[src/rtl/ircg_pkg.sv]
`default_nettype none
package ircg_pkg;

    // register indices; byte address is four times the index
    localparam logic [7:0] MODE_IDX = 8'he8;
    localparam logic [7:0] CNT_HIGH_IDX = 8'hba;
    localparam logic [7:0] CARRIER_HIGH_IDX = 8'hbb;
    localparam logic [7:0] CARRIER_LOW_IDX = 8'hbc;
    localparam logic [7:0] CNT_LOW_IDX = 8'hbd;
    localparam logic [7:0] OUT_DATA_IDX = 8'hbe;
    localparam logic [7:0] OUT_BUF_IDX = 8'hbf;
    localparam logic [7:0] LEN_BUF_HIGH_IDX = 8'hc2;
    localparam logic [7:0] LEN_BUF_LOW_IDX = 8'hc3;
    localparam logic [7:0] LEN_HIGH_IDX = 8'hc4;
    localparam logic [7:0] LEN_LOW_IDX = 8'hc5;

    localparam int ADDR_W = 12;

    // mode register field positions
    localparam int MODE_FLAG_BIT = 7;
    localparam int MODE_CARRIER_EN_BIT = 6;
    localparam int MODE_CARRIER_SEL_LSB = 4;
    localparam int MODE_PULSE_EN_BIT = 3;
    localparam int MODE_PULSE_SEL_LSB = 0;

    // reset values
    localparam logic [7:0] MODE_RST = 8'h00;
    localparam logic [7:0] CARRIER_COUNT_RST = 8'hff;
    localparam logic [15:0] PULSE_LEN_RST = 16'hffff;
    localparam logic [15:0] PULSE_CNT_RST = 16'h0000;
    localparam logic DATA_BIT_RST = 1'b0;

    // divider widths and the pulse select code that means carrier edges
    localparam int DIV_W = 6;
    localparam logic [2:0] PULSE_SEL_CARRIER = 3'h7;

    function automatic logic [ADDR_W-1:0] reg_addr(input logic [7:0] idx);
        reg_addr = {2'b00, idx, 2'b00};
    endfunction

    // terminal count of the carrier divider: divide by 1, 2, 3 or 4
    function automatic logic [DIV_W-1:0] carrier_limit(input logic [1:0] sel);
        carrier_limit = {4'h0, sel};
    endfunction

    // terminal count of the pulse divider: divide by 1,2,3,4,8,16,64
    function automatic logic [DIV_W-1:0] pulse_limit(input logic [2:0] sel);
        case (sel)
            3'h0: pulse_limit = 6'h00;
            3'h1: pulse_limit = 6'h01;
            3'h2: pulse_limit = 6'h02;
            3'h3: pulse_limit = 6'h03;
            3'h4: pulse_limit = 6'h07;
            3'h5: pulse_limit = 6'h0f;
            3'h6: pulse_limit = 6'h3f;
            default: pulse_limit = 6'h00;
        endcase
    endfunction

endpackage
`default_nettype wire

[src/rtl/ircg_tick_div.sv]
`default_nettype none
// one-cycle enable pulse every limit+1 clocks while run is high
module ircg_tick_div #(
    parameter int W = 6
) (
    // clock and reset
    input wire logic pclk,
    input wire logic presetn,
    // control
    input wire logic run,
    input wire logic [W-1:0] limit,
    // tick out
    output logic tick
);
    logic [W-1:0] cnt_ff;

    assign tick = run && (cnt_ff >= limit);

    // held at zero while stopped so the first period after start is whole
    always_ff @(posedge pclk or negedge presetn) begin
        if (!presetn) begin
            cnt_ff <= '0;
        end else if (!run || tick) begin
            cnt_ff <= '0;
        end else begin
            cnt_ff <= cnt_ff + {{(W-1){1'b0}}, 1'b1};
        end
    end
endmodule
`default_nettype wire

[src/rtl/ircg_carrier.sv]
`default_nettype none
// carrier phase generator: high for high_count ticks, low for low_count ticks
module ircg_carrier (
    // clock and reset
    input wire logic pclk,
    input wire logic presetn,
    // control
    input wire logic run,
    input wire logic tick,
    input wire logic [7:0] high_count,
    input wire logic [7:0] low_count,
    // carrier level
    output logic carrier_signal
);
    logic [7:0] cnt_ff;
    logic high_phase_ff;
    logic [7:0] target;
    logic [8:0] cnt_inc;

    assign target = high_phase_ff ? high_count : low_count;
    assign cnt_inc = {1'b0, cnt_ff} + 9'h001;
    assign carrier_signal = run && high_phase_ff;

    // a zero count ends its phase at the first tick; counts are not latched,
    // so a rewrite mid-phase applies to the phase in progress
    always_ff @(posedge pclk or negedge presetn) begin
        if (!presetn) begin
            cnt_ff <= 8'h00;
            high_phase_ff <= 1'b1;
        end else if (!run) begin
            cnt_ff <= 8'h00;
            high_phase_ff <= 1'b1;
        end else if (tick) begin
            if (cnt_inc >= {1'b0, target}) begin
                cnt_ff <= 8'h00;
                high_phase_ff <= !high_phase_ff;
            end else begin
                cnt_ff <= cnt_inc[7:0];
            end
        end
    end
endmodule
`default_nettype wire

[src/rtl/ircg_top.sv]
`default_nettype none
// Operation
// - pin output built from carrier and data bit, each controlled on its own.
// - carrier enable bit turns carrier generation on and off.
// - on a pulse match the data bit takes the output buffer value.
// - software write to the data register updates it at once.
// - four output mixes: carrier on/off, data from buffer or software.
// - carrier high phase lasts high count times carrier tick period.
// - carrier low phase lasts low count times carrier tick period.
// - data pulse high phase lasts pulse length times pulse tick period.
// - data pulse low phase lasts the pulse length then in effect.
// - carrier disabled: pin shows only the data bit.
// - counter reaching pulse length sets match flag and requests interrupt.
// - pulse counter and match requests only while pulse enable is one.
// - match flag is readable in the mode register.
// - flag clears on service, pulse enable clear, or written zero.
// - low byte of pulse counter is read-only, resets to zero.
// - data and buffer registers hold one bit, reset to zero.
// - carrier enabled: pin is carrier AND data; disabled: carrier counter stops.
// - at each match pulse length reloads from its buffer.
// - carrier tick select picks clock divided by 1 to 4, while enabled.
// - pulse tick select picks divide 1..64 or carrier edges, while enabled.
module ircg_top (
    // clock and reset
    input wire logic pclk,
    input wire logic presetn,
    // apb slave
    input wire logic psel,
    input wire logic penable,
    input wire logic pwrite,
    input wire logic [ircg_pkg::ADDR_W-1:0] paddr,
    input wire logic [31:0] pwdata,
    input wire logic [3:0] pstrb,
    output logic [31:0] prdata,
    output logic pready,
    output logic pslverr,
    // interrupt handshake with the interrupt controller
    input wire logic irq_service,
    output logic pulse_irq_req,
    // remote output pin
    output logic remote_output_pin
);
    // mode register fields
    logic pulse_match_flag_ff;
    logic carrier_enable_ff;
    logic [1:0] carrier_clk_sel_ff;
    logic pulse_enable_ff;
    logic [2:0] pulse_clk_sel_ff;
    // timing registers
    logic [7:0] carrier_high_count_ff;
    logic [7:0] carrier_low_count_ff;
    logic [15:0] pulse_length_ff;
    logic [15:0] pulse_length_buffer_ff;
    logic [15:0] pulse_counter_ff;
    // data bit and its buffer
    logic remote_data_bit_ff;
    logic remote_output_buffer_ff;
    // bus answer registers, pin register and carrier edge history
    logic [31:0] prdata_ff;
    logic pready_ff;
    logic pslverr_ff;
    logic remote_output_pin_ff;
    logic carrier_prev_ff;
    // internal nets
    logic carrier_tick;
    logic div_tick;
    logic pulse_tick;
    logic carrier_signal;
    logic pulse_match;
    logic [16:0] pulse_inc;
    logic setup_phase;
    logic wr_commit;
    logic [7:0] wr_byte;
    logic [7:0] rd_byte;
    logic rd_hit;
    logic [7:0] mode_value;

    assign prdata = prdata_ff;
    assign pready = pready_ff;
    assign pslverr = pslverr_ff;
    assign pulse_irq_req = pulse_match_flag_ff;
    assign remote_output_pin = remote_output_pin_ff;

    // only byte lane 0 carries data; a write with lane 0 off changes nothing
    assign setup_phase = psel && !penable;
    assign wr_commit = psel && penable && pready_ff && pwrite && !pslverr_ff && pstrb[0];
    assign wr_byte = pwdata[7:0];

    assign mode_value = {pulse_match_flag_ff, carrier_enable_ff, carrier_clk_sel_ff,
                         pulse_enable_ff, pulse_clk_sel_ff};

    // carrier tick divider runs only while the carrier is enabled
    ircg_tick_div #(
        .W(ircg_pkg::DIV_W)
    ) u_carrier_div (
        .pclk(pclk),
        .presetn(presetn),
        .run(carrier_enable_ff),
        .limit(ircg_pkg::carrier_limit(carrier_clk_sel_ff)),
        .tick(carrier_tick)
    );

    ircg_carrier u_carrier (
        .pclk(pclk),
        .presetn(presetn),
        .run(carrier_enable_ff),
        .tick(carrier_tick),
        .high_count(carrier_high_count_ff),
        .low_count(carrier_low_count_ff),
        .carrier_signal(carrier_signal)
    );

    // pulse tick divider runs only while pulse enable is set
    ircg_tick_div #(
        .W(ircg_pkg::DIV_W)
    ) u_pulse_div (
        .pclk(pclk),
        .presetn(presetn),
        .run(pulse_enable_ff && (pulse_clk_sel_ff != ircg_pkg::PULSE_SEL_CARRIER)),
        .limit(ircg_pkg::pulse_limit(pulse_clk_sel_ff)),
        .tick(div_tick)
    );

    // top select code counts rising carrier edges instead of divided clock
    assign pulse_tick = pulse_enable_ff &&
        ((pulse_clk_sel_ff == ircg_pkg::PULSE_SEL_CARRIER) ?
         (carrier_signal && !carrier_prev_ff) : div_tick);

    // zero length is taken as a match on every tick
    assign pulse_inc = {1'b0, pulse_counter_ff} + 17'h00001;
    assign pulse_match = pulse_tick &&
        ((pulse_inc == {1'b0, pulse_length_ff}) || (pulse_length_ff == 16'h0000));

    // carrier edge history for the carrier-clocked pulse counter
    always_ff @(posedge pclk or negedge presetn) begin
        if (!presetn) begin
            carrier_prev_ff <= 1'b0;
        end else begin
            carrier_prev_ff <= carrier_signal;
        end
    end

    // data pulse counter
    always_ff @(posedge pclk or negedge presetn) begin
        if (!presetn) begin
            pulse_counter_ff <= ircg_pkg::PULSE_CNT_RST;
        end else if (!pulse_enable_ff) begin
            pulse_counter_ff <= ircg_pkg::PULSE_CNT_RST;
        end else if (pulse_match) begin
            pulse_counter_ff <= ircg_pkg::PULSE_CNT_RST;
        end else if (pulse_tick) begin
            pulse_counter_ff <= pulse_inc[15:0];
        end
    end

    // match flag: hardware set wins over every clear in the same cycle
    always_ff @(posedge pclk or negedge presetn) begin
        if (!presetn) begin
            pulse_match_flag_ff <= ircg_pkg::MODE_RST[ircg_pkg::MODE_FLAG_BIT];
        end else if (pulse_match) begin
            pulse_match_flag_ff <= 1'b1;
        end else if (wr_commit && paddr == ircg_pkg::reg_addr(ircg_pkg::MODE_IDX)) begin
            // written zero clears, written one sets, pulse enable off clears
            pulse_match_flag_ff <= wr_byte[ircg_pkg::MODE_FLAG_BIT] &&
                                   wr_byte[ircg_pkg::MODE_PULSE_EN_BIT];
        end else if (irq_service || !pulse_enable_ff) begin
            pulse_match_flag_ff <= 1'b0;
        end
    end

    // mode control fields
    always_ff @(posedge pclk or negedge presetn) begin
        if (!presetn) begin
            carrier_enable_ff <= ircg_pkg::MODE_RST[ircg_pkg::MODE_CARRIER_EN_BIT];
            carrier_clk_sel_ff <= ircg_pkg::MODE_RST[ircg_pkg::MODE_CARRIER_SEL_LSB +: 2];
            pulse_enable_ff <= ircg_pkg::MODE_RST[ircg_pkg::MODE_PULSE_EN_BIT];
            pulse_clk_sel_ff <= ircg_pkg::MODE_RST[ircg_pkg::MODE_PULSE_SEL_LSB +: 3];
        end else if (wr_commit && paddr == ircg_pkg::reg_addr(ircg_pkg::MODE_IDX)) begin
            carrier_enable_ff <= wr_byte[ircg_pkg::MODE_CARRIER_EN_BIT];
            carrier_clk_sel_ff <= wr_byte[ircg_pkg::MODE_CARRIER_SEL_LSB +: 2];
            pulse_enable_ff <= wr_byte[ircg_pkg::MODE_PULSE_EN_BIT];
            pulse_clk_sel_ff <= wr_byte[ircg_pkg::MODE_PULSE_SEL_LSB +: 3];
        end
    end

    // carrier phase counts
    always_ff @(posedge pclk or negedge presetn) begin
        if (!presetn) begin
            carrier_high_count_ff <= ircg_pkg::CARRIER_COUNT_RST;
            carrier_low_count_ff <= ircg_pkg::CARRIER_COUNT_RST;
        end else if (wr_commit) begin
            if (paddr == ircg_pkg::reg_addr(ircg_pkg::CARRIER_HIGH_IDX)) begin
                carrier_high_count_ff <= wr_byte;
            end
            if (paddr == ircg_pkg::reg_addr(ircg_pkg::CARRIER_LOW_IDX)) begin
                carrier_low_count_ff <= wr_byte;
            end
        end
    end

    // pulse length buffer, software only
    always_ff @(posedge pclk or negedge presetn) begin
        if (!presetn) begin
            pulse_length_buffer_ff <= ircg_pkg::PULSE_LEN_RST;
        end else if (wr_commit) begin
            if (paddr == ircg_pkg::reg_addr(ircg_pkg::LEN_BUF_HIGH_IDX)) begin
                pulse_length_buffer_ff[15:8] <= wr_byte;
            end
            if (paddr == ircg_pkg::reg_addr(ircg_pkg::LEN_BUF_LOW_IDX)) begin
                pulse_length_buffer_ff[7:0] <= wr_byte;
            end
        end
    end

    // pulse length: reload at match beats a software write in the same cycle
    always_ff @(posedge pclk or negedge presetn) begin
        if (!presetn) begin
            pulse_length_ff <= ircg_pkg::PULSE_LEN_RST;
        end else if (pulse_match) begin
            pulse_length_ff <= pulse_length_buffer_ff;
        end else if (wr_commit) begin
            if (paddr == ircg_pkg::reg_addr(ircg_pkg::LEN_HIGH_IDX)) begin
                pulse_length_ff[15:8] <= wr_byte;
            end
            if (paddr == ircg_pkg::reg_addr(ircg_pkg::LEN_LOW_IDX)) begin
                pulse_length_ff[7:0] <= wr_byte;
            end
        end
    end

    // output buffer bit
    always_ff @(posedge pclk or negedge presetn) begin
        if (!presetn) begin
            remote_output_buffer_ff <= ircg_pkg::DATA_BIT_RST;
        end else if (wr_commit && paddr == ircg_pkg::reg_addr(ircg_pkg::OUT_BUF_IDX)) begin
            remote_output_buffer_ff <= wr_byte[0];
        end
    end

    // data bit: match reload from buffer, else direct software write
    always_ff @(posedge pclk or negedge presetn) begin
        if (!presetn) begin
            remote_data_bit_ff <= ircg_pkg::DATA_BIT_RST;
        end else if (pulse_match) begin
            remote_data_bit_ff <= remote_output_buffer_ff;
        end else if (wr_commit && paddr == ircg_pkg::reg_addr(ircg_pkg::OUT_DATA_IDX)) begin
            remote_data_bit_ff <= wr_byte[0];
        end
    end

    // pin mix, registered so the pin never glitches on decode
    always_ff @(posedge pclk or negedge presetn) begin
        if (!presetn) begin
            remote_output_pin_ff <= 1'b0;
        end else if (carrier_enable_ff) begin
            remote_output_pin_ff <= carrier_signal && remote_data_bit_ff;
        end else begin
            remote_output_pin_ff <= remote_data_bit_ff;
        end
    end

    // read decode
    always_comb begin
        rd_hit = 1'b1;
        rd_byte = 8'h00;
        case (paddr)
            ircg_pkg::reg_addr(ircg_pkg::MODE_IDX): rd_byte = mode_value;
            ircg_pkg::reg_addr(ircg_pkg::CNT_HIGH_IDX): rd_byte = pulse_counter_ff[15:8];
            ircg_pkg::reg_addr(ircg_pkg::CARRIER_HIGH_IDX): rd_byte = carrier_high_count_ff;
            ircg_pkg::reg_addr(ircg_pkg::CARRIER_LOW_IDX): rd_byte = carrier_low_count_ff;
            ircg_pkg::reg_addr(ircg_pkg::CNT_LOW_IDX): rd_byte = pulse_counter_ff[7:0];
            ircg_pkg::reg_addr(ircg_pkg::OUT_DATA_IDX): rd_byte = {7'h00, remote_data_bit_ff};
            ircg_pkg::reg_addr(ircg_pkg::OUT_BUF_IDX): rd_byte = {7'h00, remote_output_buffer_ff};
            ircg_pkg::reg_addr(ircg_pkg::LEN_BUF_HIGH_IDX): rd_byte = pulse_length_buffer_ff[15:8];
            ircg_pkg::reg_addr(ircg_pkg::LEN_BUF_LOW_IDX): rd_byte = pulse_length_buffer_ff[7:0];
            ircg_pkg::reg_addr(ircg_pkg::LEN_HIGH_IDX): rd_byte = pulse_length_ff[15:8];
            ircg_pkg::reg_addr(ircg_pkg::LEN_LOW_IDX): rd_byte = pulse_length_ff[7:0];
            default: rd_hit = 1'b0;
        endcase
    end

    // apb answer: no wait states, data sampled at the setup edge
    always_ff @(posedge pclk or negedge presetn) begin
        if (!presetn) begin
            prdata_ff <= 32'h0000_0000;
            pready_ff <= 1'b0;
            pslverr_ff <= 1'b0;
        end else if (setup_phase) begin
            prdata_ff <= pwrite ? 32'h0000_0000 : {24'h00_0000, rd_byte};
            pready_ff <= 1'b1;
            pslverr_ff <= !rd_hit;
        end else begin
            // reads counter one cycle before completion; fine for slow counts
            pready_ff <= 1'b0;
            pslverr_ff <= 1'b0;
        end
    end
endmodule
`default_nettype wire

[config.mk]
export PLATFORM = sky130hd
export DESIGN_NAME = ircg_top
export DESIGN_NICKNAME = d
export VERILOG_FILES = /design/src/rtl/ircg_pkg.sv /design/src/rtl/ircg_tick_div.sv /design/src/rtl/ircg_carrier.sv /design/src/rtl/ircg_top.sv
export SDC_FILE = /design/constraint.sdc
export NUM_CORES = 1
export LEC_CHECK = 0
export BUFFER_PORTS_ARGS = -buffer_cell sky130_fd_sc_hd__clkbuf_2
export CAP_MARGIN = 10
export CORE_MARGIN = 2
export CORE_UTILIZATION = 45
export CTS_CLUSTER_SIZE = 20
export DETAILED_ROUTE_END_ITERATION = 7
export GPL_ROUTABILITY_DRIVEN = 0
export SETUP_SLACK_MARGIN = 0.05
export SYNTH_ARGS = -nofsm -noshare
export SYNTH_HDL_FRONTEND = slang
export SYNTH_HIERARCHICAL = 1
export SYNTH_SLANG_ARGS = --single-unit
[constraint.sdc]
create_clock -name pclk -period 5.2 [get_ports pclk]
set_input_delay 1.04 -clock pclk [delete_from_list [all_inputs] [get_ports pclk]]
set_output_delay 1.04 -clock pclk [all_outputs]
set_load 0.1 [all_outputs]
==> results of run 1 <==
[registers in the layout (all words and copies together) (netlist names), 2 cells and up]
signal / cells
u_pulse_div/cnt_ff: 6
pulse_clk_sel_ff: 3
pulse_length_ff: 16
carrier_high_count_ff: 8
carrier_low_count_ff: 8
pulse_counter_ff: 16
u_carrier_div/cnt_ff: 6
pulse_length_buffer_ff: 16
u_carrier/cnt_ff: 8
prdata: 8
carrier_clk_sel_ff: 2
[through the flow]
step | hold WS, ns | power [mW] | instance area (um^2)
after global routing | 0.5001 | 1.827 | 7447
final | 0.4840 | 1.765 | 7447
after floorplan | 0.4708 | 0.9550 | 6975
after global placement | 0.4612 | 0.9789 | 7101
after CTS | 0.4923 | 1.789 | 7447
after detailed placement | 0.4747 | 0.9805 | 7101
[power by group through the flow]
stage | logic (mW) | clock network (mW) | registers, mW
global route | 0.139 | 0.854 | 0.835
CTS | 0.131 | 0.823 | 0.835
finish | 0.130 | 0.800 | 0.835
detailed placement | 0.131 | 0 | 0.850
floorplan | 0.0993 | 0 | 0.856
global placement | 0.129 | 0 | 0.850
[area by class of cell]
type | instances | area, um^2
clock buffer | 9 | 225.2
clock inverter | 7 | 121.4
fill | 1361 | 7642
inverter | 25 | 93.84
multi-input combinational | 508 | 3810
sequential | 107 | 2739
tap | 188 | 235.2
timing repair buffer | 42 | 222.7
[synth_stat cells, types with 6 or more instances]
library cell	number	area share, %
mux2_2	68	11
dfrtp_1	58	21
dfstp_2	49	19
nand2_1	47	2.6
nor2_1	36	2.0
nand3_1	31	2.3
inv_1	25	1.4
buf_4	24	2.6
ha_1	24	4.4
a222oi_1	21	3.1
o21ai_0	18	1.3
xnor2_1	18	2.3
a21oi_1	17	1.2
a31oi_1	17	1.5
nand4_1	16	1.5
xor2_1	15	1.9
clkbuf_1	14	0.76
nor3_1	13	0.95
and2_1	11	1.0
buf_2	11	0.80
mux2i_1	11	1.6
nor4_1	10	0.91
mux2_4	9	2.0
a21o_1	7	0.76
a21oi_2	7	0.89
o21a_1	6	0.66
[kinds of logic (layout without fill, tap and decap cells)]
| kind of cell | after synthesis | count (layout) | share of synthesized area [%] |
|---|---|---|---|
| adders and majority gates | 24 | 24 | 4.368 |
| xor gates and xnor gates | 33 | 33 | 4.205 |
| and+or+nand+nor | 211 | 211 | 16.69 |
| muxes | 88 | 88 | 14.71 |
| DFF | 107 | 107 | 39.84 |
| other | 1 | 28 | 0.05455 |
| AOI/OAI and AO/OA | 124 | 124 | 13.83 |
| buffers and inverters | 79 | 83 | 6.298 |
[per-layer routing]
layer  part of all wire, %  vias to the layer above
met1                    45                     2583
met3                   6.3                       26
met4                   2.0                        0
met5                     0                        -
met2                    47                      200
li1                      -                     2464
[worst max-delay path, stage by stage, from the launching register on]
cell and delay [ns]:
dfrtp_1 0.57, ha_1 0.42, and3_1 0.23, a31oi_1 0.10, nor4_1 0.34, o2111ai_1 0.20, nor4_2 0.43, nand2_1 0.10
a21bo_1 0.57, mux2_4 0.45
[path summary, 6_finish.rpt]
path / slack, ns / to / cells after the start
max reg2reg: 1.65 / remote_data_bit_ff / 9
max: 1.65 / remote_data_bit_ff / 9
min in group asynchronous: 0.80 / u_pulse_div/cnt_ff[2] / 1
min: 0.48 / prdata[1] / 1
max in group asynchronous: 3.32 / carrier_low_count_ff[3] / 2
min reg2reg: 0.48 / prdata[1] / 1
==> impl_metrics.env, run 1 <==
export IMPL_status="finished clean"
export IMPL_clock_sinks=107
export IMPL_p_int_mw=1.322
export IMPL_grt_pass1_vias=5209
export IMPL_rsz0062_at_grt="no"
export IMPL_dpl_hpwl_mm=12.32
export IMPL_pwr_share_seq_pct=47.3
export IMPL_use_met3_pct=4.690
export IMPL_worstPathRequired_ns=5.44
export IMPL_antenna_found_initial=0
export IMPL_drc=0
export IMPL_power_leakage_nw=3.239
export IMPL_ys_seq_area_share_pct=39.84
export IMPL_coreArea_mm2=0.01509
export IMPL_period_share_pct=68.22
export IMPL_use_met2_pct=34.38
export IMPL_crit_start="pulse_counter_ff[0]"
export IMPL_fin_ws_ns=1.652
export IMPL_dr_total_vias=5273
export IMPL_cts_root_buf="clkbuf_16"
export IMPL_grtUsageTotal_pct=21.44
export IMPL_portBuffers=38
export IMPL_clockPowerShare_pct=45.3
export IMPL_p_comb_share_pct=7.4
export IMPL_yosys_warnings=6
export IMPL_die_area_mm2=0.01628
export IMPL_place_ws_ns=1.493
export IMPL_drt_total_wl_mm=16.76
export IMPL_sw_frac_of_total_pct=25.10
export IMPL_min_from="prdata[1]"
export IMPL_num_io_pins=90
export IMPL_grt_max_degree=67
export IMPL_postRouteAntennaNets=0
export IMPL_synth_cells=667
export IMPL_grtUsageMet1_pct=29.01
export IMPL_grt_overflow=0
export IMPL_setup_tns_ns=0
export IMPL_cts_resized=0
export IMPL_drt_iter0_drc=568
export IMPL_end_kind="flop"
export IMPL_synthArstFlopShare_pct=100.0
export IMPL_synth_edff_count=0
export IMPL_htreeDepth=3
export IMPL_finalHoldViolCount=0
export IMPL_drt_pass1_iterations=5
export IMPL_cts_tree="yes"
export IMPL_via_per_inst=5.951
export IMPL_p_per_area_mw_per_mm2=237.0
export IMPL_max_freq_ghz=0.2819
export IMPL_synth_area_per_cell_um2=10.31
export IMPL_antenna_cells=0
export IMPL_die_h_um=127.6
export IMPL_insertion_delay_ns=0.36
export IMPL_layout_common_cells="mux2_2 (68), dfrtp_1 (58), dfstp_2 (49)"
export IMPL_numCtsBuffers=9
export IMPL_start_kind="flop"
export IMPL_synth_main_ff_cell="dfrtp_1"
export IMPL_final_common_cell="mux2_2"
export IMPL_postCtsSetupBuffers=0
export IMPL_start_util_pct=45.56
export IMPL_worst_path_max_fanout=18
export IMPL_dp_cells=870
export IMPL_ctsHoldBuffers=0
export IMPL_yosysUniqueCellTypes=75
export IMPL_cts_max_path_buffers=2
export IMPL_rows=45
export IMPL_final_util_pct=49.35
export IMPL_drv_slew=0
export IMPL_final_nets=771
export IMPL_die_x_um=127.6
export IMPL_p_sw_mw=0.4429
export IMPL_clk_pin_slew_ns=0.07
export IMPL_fin_worst_skew_ns=0.01045
export IMPL_wl_per_cell_um=18.92
export IMPL_tightest_slew_ns=1.167
export IMPL_instances_no_fill=886
export IMPL_maxCapViolations=0
export IMPL_critPathKind="reg -> reg"
export IMPL_drive_gt1_share_pct=30.95
export IMPL_synth_ff_latch_count=107
export IMPL_busiest_layer="met2"
export IMPL_area_delta_synth_final_pct=8.336
export IMPL_grt_pass1_wl_mm=27.26
export IMPL_relSlewSlack_pct=21.60
export IMPL_synth_area_mm2=0.006874
export IMPL_vdd_drop_max_mv=0.1603
export IMPL_hp_class="reg -> reg"
export IMPL_timing_rr_start="pulse_counter_ff[0]"
export IMPL_period_needed_ns=3.548
export IMPL_setup_viol=0
export IMPL_cp_arrival_ns=3.79
Power figures use the tool's default switching activity.
==> inputs of run 2 (changes only) <==
clock period = 3.5 ns   (was 5.2 ns; I/O delays follow)
==> run 2 against run 1 <==
Against the previous run: the run now ends with DRC left; maximum frequency rose by 11%; non-clock buffer count rose by 14; flip-flop and latch count did not move; cell area rose by 0.66%; largest cell class unchanged; largest power group unchanged.
==> impl_metrics.env, run 2 (synthesis gave the netlist of run 1 again) <==
export IMPL_clock_sinks=107
export IMPL_rows=45
export IMPL_setup_tns_ns=0
export IMPL_reg_top3="pulse_counter_ff (16), pulse_length_buffer_ff (16), pulse_length_ff (16)"
export IMPL_antenna_cells=0
export IMPL_portBuffers=38
export IMPL_timing_rr_start="pulse_counter_ff[1]"
export IMPL_postCtsSetupBuffers=0
export IMPL_worst_path_max_fanout=18
export IMPL_area_delta_synth_final_pct=9.046
export IMPL_die_area_mm2=0.01628
export IMPL_cts_max_path_buffers=2
export IMPL_antenna_found_initial=0
export IMPL_relSlewSlack_pct=23.84
export IMPL_cts_resized=0
export IMPL_hp_class="in -> async"
export IMPL_maxCapViolations=0
export IMPL_final_nets=785
export IMPL_final_common_cell="mux2_2"
export IMPL_rsz0062_at_grt="no"
export IMPL_htreeDepth=3
export IMPL_drt_iter0_drc=458
export IMPL_fillers=1351
export IMPL_grtUsageTotal_pct=21.69
export IMPL_tightest_slew_ns=1.133
export IMPL_worst_r2r_setup_slack_ns=0.31
export IMPL_ctsHoldBuffers=0
export IMPL_die_x_um=127.6
export IMPL_cp_arrival_ns=3.43
export IMPL_grt_max_degree=34
export IMPL_dpl_hpwl_mm=12.69
export IMPL_instances_no_fill=900
export IMPL_start_kind="flop"
export IMPL_via_per_inst=5.996
export IMPL_dr_total_vias=5396
export IMPL_die_h_um=127.6
export IMPL_coreArea_mm2=0.01509
export IMPL_critPathKind="reg -> reg"
export IMPL_period_share_pct=91.02
export IMPL_cp_top_family="simple AND/OR/NAND/NOR gates"
export IMPL_drc=2
export IMPL_end_kind="flop"
export IMPL_cts_tree="yes"
export IMPL_finalHoldViolCount=0
export IMPL_fin_ws_ns=0.3145
export IMPL_insertion_delay_ns=0.36
export IMPL_worstPathCellList="ha_2 -> and3_1 -> a31oi_1 -> nor4_1 -> o2111ai_1 -> nor4_2 -> nand2_1 -> a21bo_1 -> buf_4 -> mux2_4"
export IMPL_max_stage_delay_ns=0.50
export IMPL_worstPathRequired_ns=3.75
export IMPL_reg2regPathDepth=10
export IMPL_layout_common_cells="mux2_2 (68), dfrtp_1 (58), dfstp_2 (49)"
export IMPL_hold_slack_ns=0.2709
export IMPL_numCtsBuffers=9
export IMPL_dp_cells=884
export IMPL_period_needed_ns=3.186
export IMPL_power_leakage_nw=3.271
export IMPL_rr_endpoint="remote_data_bit_ff"
export IMPL_num_io_pins=90
export IMPL_fin_worst_skew_ns=0.007733
export IMPL_grt_pass1_vias=5255
export IMPL_drive_gt1_share_pct=32.30
export IMPL_max_freq_ghz=0.3139
export IMPL_setup_viol=0
export IMPL_place_ws_ns=0.1976
export IMPL_path_buf_inv=1
export IMPL_start_util_pct=45.56
export IMPL_p_per_area_mw_per_mm2=322.0
export IMPL_power_mw=2.414
export IMPL_drt_total_wl_mm=17.05
export IMPL_status="finished, violations left"
export IMPL_drv_slew=0
export IMPL_wl_per_cell_um=18.94
export IMPL_grt_overflow=0
export IMPL_vdd_drop_max_mv=0.2367
export IMPL_clk_pin_slew_ns=0.07
export IMPL_grt_pass1_wl_mm=27.66
export IMPL_drt_pass1_iterations=8
export IMPL_cpMaxStageDelayCell="dfrtp_1"
export IMPL_postRouteAntennaNets=0
export IMPL_cts_root_buf="clkbuf_16"
export IMPL_violations="DRC"
run 2: per-stage QoR:
stage | instance area [um^2] | util (%)
after CTS | 7486 | 49.61
after global placement | 7206 | 47.75
after global routing | 7496 | 49.68
final | 7496 | 49.68
after detailed placement | 7206 | 47.75
after floorplan | 6975 | -
run 2: routing by layer:
layer  part of all wire [%]  vias up  wire length, um  track usage, %
met4                    2.8        0              471           8.274
li1                       -     2494                -               -
met3                    6.0       31             1030           4.606
met2                     47      189             7943           35.11
met1                     45     2682             7605           28.60
met5                      0        -                0               0
run 2: how the worst max path moves through the flow:
stage	to	start	slack (ns)	cells after the start
final	remote_data_bit_ff	pulse_counter_ff[1]	0.31	10
after global routing	remote_data_bit_ff	pulse_counter_ff[1]	0.11	10
after CTS	pulse_counter_ff[5]	pulse_clk_sel_ff[1]	0.16	13
after detailed placement	pulse_counter_ff[5]	pulse_clk_sel_ff[0]	0.20	13
after global placement	pulse_counter_ff[5]	pulse_clk_sel_ff[1]	0.29	14
after floorplan	prdata[6]	paddr[5]	0.71	6
run 2: report_power, final:
part	switching, mW	internal, mW	total, mW
clock network	0.473	0.505	0.978
logic	0.174	0.0206	0.195
registers	0.000731	1.24	1.24
total	0.648	1.77	2.41
run 2: area by class of cell:
class / count / area (um^2) / area share (%)
Inverter: 25 / 93.84 / 1.252
Multi-Input combinational cell: 508 / 3820 / 50.96
Tap cell: 188 / 235.2 / 3.138
Clock buffer: 11 / 242.7 / 3.238
Clock inverter: 5 / 37.54 / 0.5008
Sequential cell: 107 / 2739 / 36.54
Timing Repair Buffer: 56 / 327.8 / 4.373
==> inputs of run 3 (changes only) <==
SYNTH_HIERARCHICAL = unset   (was 1)
clock period = 4 ns   (was 3.5 ns; I/O delays follow)
==> run 3 against run 2 <==
Against the previous run: the flow now finishes without violations; sequential share of layout area grew 1.4 points; combinational power shrank 15%; power shrank 13%; critical path type unchanged; critical endpoint is now pulse_counter_ff[5]; highest routed layer unchanged.
==> impl_metrics.env, run 3 <==
export IMPL_dpl_hpwl_mm=12.21
export IMPL_insertion_delay_ns=0.35
export IMPL_synth_cells=622
export IMPL_worstPathCellList="ha_1 -> nand3_1 -> nor4_2 -> o32ai_1 -> nor4_1 -> nand4_1 -> o21a_1 -> nor2_2 -> and3b_1"
export IMPL_cp_top_family="simple AND/OR/NAND/NOR gates"
export IMPL_die_x_um=125.6
export IMPL_path_buf_inv=0
export IMPL_final_common_cell="mux2_2"
export IMPL_via_per_inst=5.852
export IMPL_portBuffers=38
export IMPL_p_per_area_mw_per_mm2=290.0
export IMPL_grt_pass1_vias=4918
export IMPL_numCtsBuffers=9
export IMPL_drt_pass1_iterations=5
export IMPL_dr_total_vias=4945
export IMPL_cts_max_path_buffers=2
export IMPL_rsz0062_at_grt="no"
export IMPL_synth_main_ff_cell="dfrtp_1"
export IMPL_start_util_pct=45.96
export IMPL_max_stage_delay_ns=0.50
export IMPL_status="finished clean"
export IMPL_fin_worst_skew_ns=0.01148
export IMPL_end_kind="flop"
export IMPL_cts_resized=0
export IMPL_placed_area_mm2=0.006948
export IMPL_cpMaxStageDelayCell="nor2_2"
export IMPL_drive_gt1_share_pct=32.38
export IMPL_busiest_layer="met2"
export IMPL_htreeDepth=3
export IMPL_finalHoldViolCount=0
export IMPL_power_leakage_nw=3.168
export IMPL_yosysUniqueCellTypes=72
export IMPL_die_h_um=125.6
export IMPL_critPathKind="reg -> reg"
export IMPL_fin_ws_ns=0.7862
export IMPL_use_met3_pct=4.921
export IMPL_worst_path_max_fanout=11
export IMPL_vdd_drop_max_mv=0.2386
export IMPL_grtUsageMet1_pct=30.52
export IMPL_reg2regPathDepth=9
export IMPL_reg_top3="pulse_counter_ff (16), pulse_length_buffer_ff (16), pulse_length_ff (16)"
export IMPL_max_freq_ghz=0.3112
export IMPL_postRouteAntennaNets=0
export IMPL_p_int_mw=1.531
export IMPL_worstPathRequired_ns=4.23
export IMPL_period_needed_ns=3.214
export IMPL_place_ws_ns=0.7630
export IMPL_sw_frac_of_total_pct=26.87
export IMPL_netlist_top_cell_by_area="dfrtp_1"
export IMPL_synth_top_cell_area_share_pct=21.81
export IMPL_rr_endpoint="pulse_counter_ff[5]"
export IMPL_die_area_mm2=0.01578
export IMPL_tightest_slew_ns=0.8280
export IMPL_ys_top_cells_by_area="dfrtp_1 (22%), dfstp_2 (19%), mux2_2 (11%), ha_1 (3.8%), buf_4 (2.9%)"
export IMPL_grtUsageTotal_pct=21.84
export IMPL_p_comb_share_pct=7.9
export IMPL_setup_viol=0
export IMPL_layout_common_cells="mux2_2 (65), dfrtp_1 (58), dfstp_2 (49)"
export IMPL_final_nets=730
export IMPL_synth_ff_latch_count=107
export IMPL_period_share_pct=80.34
export IMPL_yosys_top_cells_count="mux2_2 (65), dfrtp_1 (58), dfstp_2 (49)"
export IMPL_coreArea_mm2=0.01448
export IMPL_antenna_found_initial=0
export IMPL_fillers=1297
export IMPL_drc=0
export IMPL_worst_r2r_setup_slack_ns=0.79
export IMPL_synthArstFlopShare_pct=100.0
export IMPL_drt_total_wl_mm=16.72
export IMPL_clockPowerShare_pct=40.1
export IMPL_hold_slack_ns=0.4534
export IMPL_synth_area_mm2=0.006654
export IMPL_timing_rr_start="pulse_counter_ff[1]"
export IMPL_synth_edff_count=0
export IMPL_pwr_share_seq_pct=51.9
export IMPL_grt_max_degree=48
export IMPL_clock_sinks=107
export IMPL_ys_seq_area_share_pct=41.16
export IMPL_relSlewSlack_pct=44.80
export IMPL_area_delta_synth_final_pct=8.499
export IMPL_p_sw_mw=0.5626
export IMPL_grt_overflow=0
export IMPL_use_met2_pct=33.29
export IMPL_hp_class="in -> async"
export IMPL_ctsHoldBuffers=0
export IMPL_drt_iter0_drc=470
export IMPL_postCtsSetupBuffers=0
export IMPL_cp_arrival_ns=3.45
export IMPL_drv_slew=0
export IMPL_clk_pin_slew_ns=0.07
export IMPL_cts_tree="yes"
export IMPL_rows=44
export IMPL_cts_root_buf="clkbuf_16"
export IMPL_yosysMostFrequentCell="mux2_2"
export IMPL_antenna_cells=0
export IMPL_stdcell_area_mm2=0.007219
export IMPL_yosys_warnings=0
export IMPL_grt_pass1_wl_mm=26.96
export IMPL_setup_tns_ns=0
export IMPL_synth_area_per_cell_um2=10.70
export IMPL_num_io_pins=90
export IMPL_wl_per_cell_um=19.78
export IMPL_start_kind="flop"
export IMPL_maxCapViolations=0
[run 3: changes by cell type after synthesis, moves of 12 or more]
cell / before / now
inv_1: 25 / 12
a22oi_1: 1 / 19
a21oi_1: 17 / 2
a222oi_1: 21 / 8
nand3_1: 31 / 19
[run 3: through the flow]
step                total power, mW  instances  util, %
floorplan                     1.241        648        -
global placement              1.271        829    47.99
detailed placement            1.274        829    47.99
CTS                           2.120        845    49.86
global route                  2.172        845    49.86
finish                        2.094        845    49.86
[run 3: cell families (layout without fill, tap and decap cells)]
logic type | count (synthesis) | in the layout | synth area share (%)
compound gates | 100 | 100 | 11.38
xor+xnor | 37 | 37 | 4.870
fa+ha+maj | 21 | 21 | 3.911
buf+inv | 67 | 80 | 5.660
flops | 107 | 107 | 41.16
mux | 84 | 84 | 14.54
other cells | 1 | 27 | 0.05636
simple gates | 205 | 205 | 18.43
[run 3: power groups by stage]
stage	combinational, mW	clock [mW]	sequential, mW
detailed placement	0.167	0	1.11
global placement	0.165	0	1.11
floorplan	0.127	0	1.11
global route	0.176	0.908	1.09
CTS	0.167	0.865	1.09
finish	0.166	0.840	1.09
[run 3: final cells by class]
| class | count | area [um^2] | share of cell area [%] |
|---|---|---|---|
| Clock buffer | 11 | 232.7 | 3.224 |
| Clock inverter | 5 | 38.79 | 0.5373 |
| Inverter | 12 | 45.04 | 0.6239 |
| Multi-Input combinational cell | 474 | 3636 | 50.36 |
| Sequential cell | 107 | 2739 | 37.94 |
| Tap cell | 184 | 230.2 | 3.189 |
| Timing Repair Buffer | 52 | 297.8 | 4.125 |
[run 3: how the worst max path moves through the flow]
| stage | from | end | slack [ns] | cells after the start |
|---|---|---|---|---|
| 3_3_place_gp | paddr[11] | prdata[7] | 0.75 | 9 |
| 4_1_cts | pulse_counter_ff[1] | pulse_counter_ff[5] | 0.76 | 9 |
| 2_1_floorplan | u_carrier.high_phase_ff | u_carrier.cnt_ff[0] | 1.00 | 11 |
| 5_1_grt | pulse_counter_ff[1] | pulse_counter_ff[5] | 0.51 | 9 |
| 3_5_place_dp | pulse_counter_ff[1] | pulse_counter_ff[5] | 0.76 | 9 |
| 6_report | pulse_counter_ff[1] | pulse_counter_ff[5] | 0.79 | 9 |
[run 3: worst reg2reg max path, stage by stage (launching register included)]
cell	delay, ns
dfrtp_1	0.44
ha_1	0.33
nand3_1	0.17
nor4_2	0.33
o32ai_1	0.14
nor4_1	0.39
nand4_1	0.24
o21a_1	0.31
nor2_2	0.50
and3b_1	0.24
[run 3: metal layers]
layer / vias to the layer above / wire, um
li1: 2324 / -
met1: 2436 / 7476
met2: 164 / 7723
met3: 21 / 1126
met4: 0 / 391
met5: - / 0
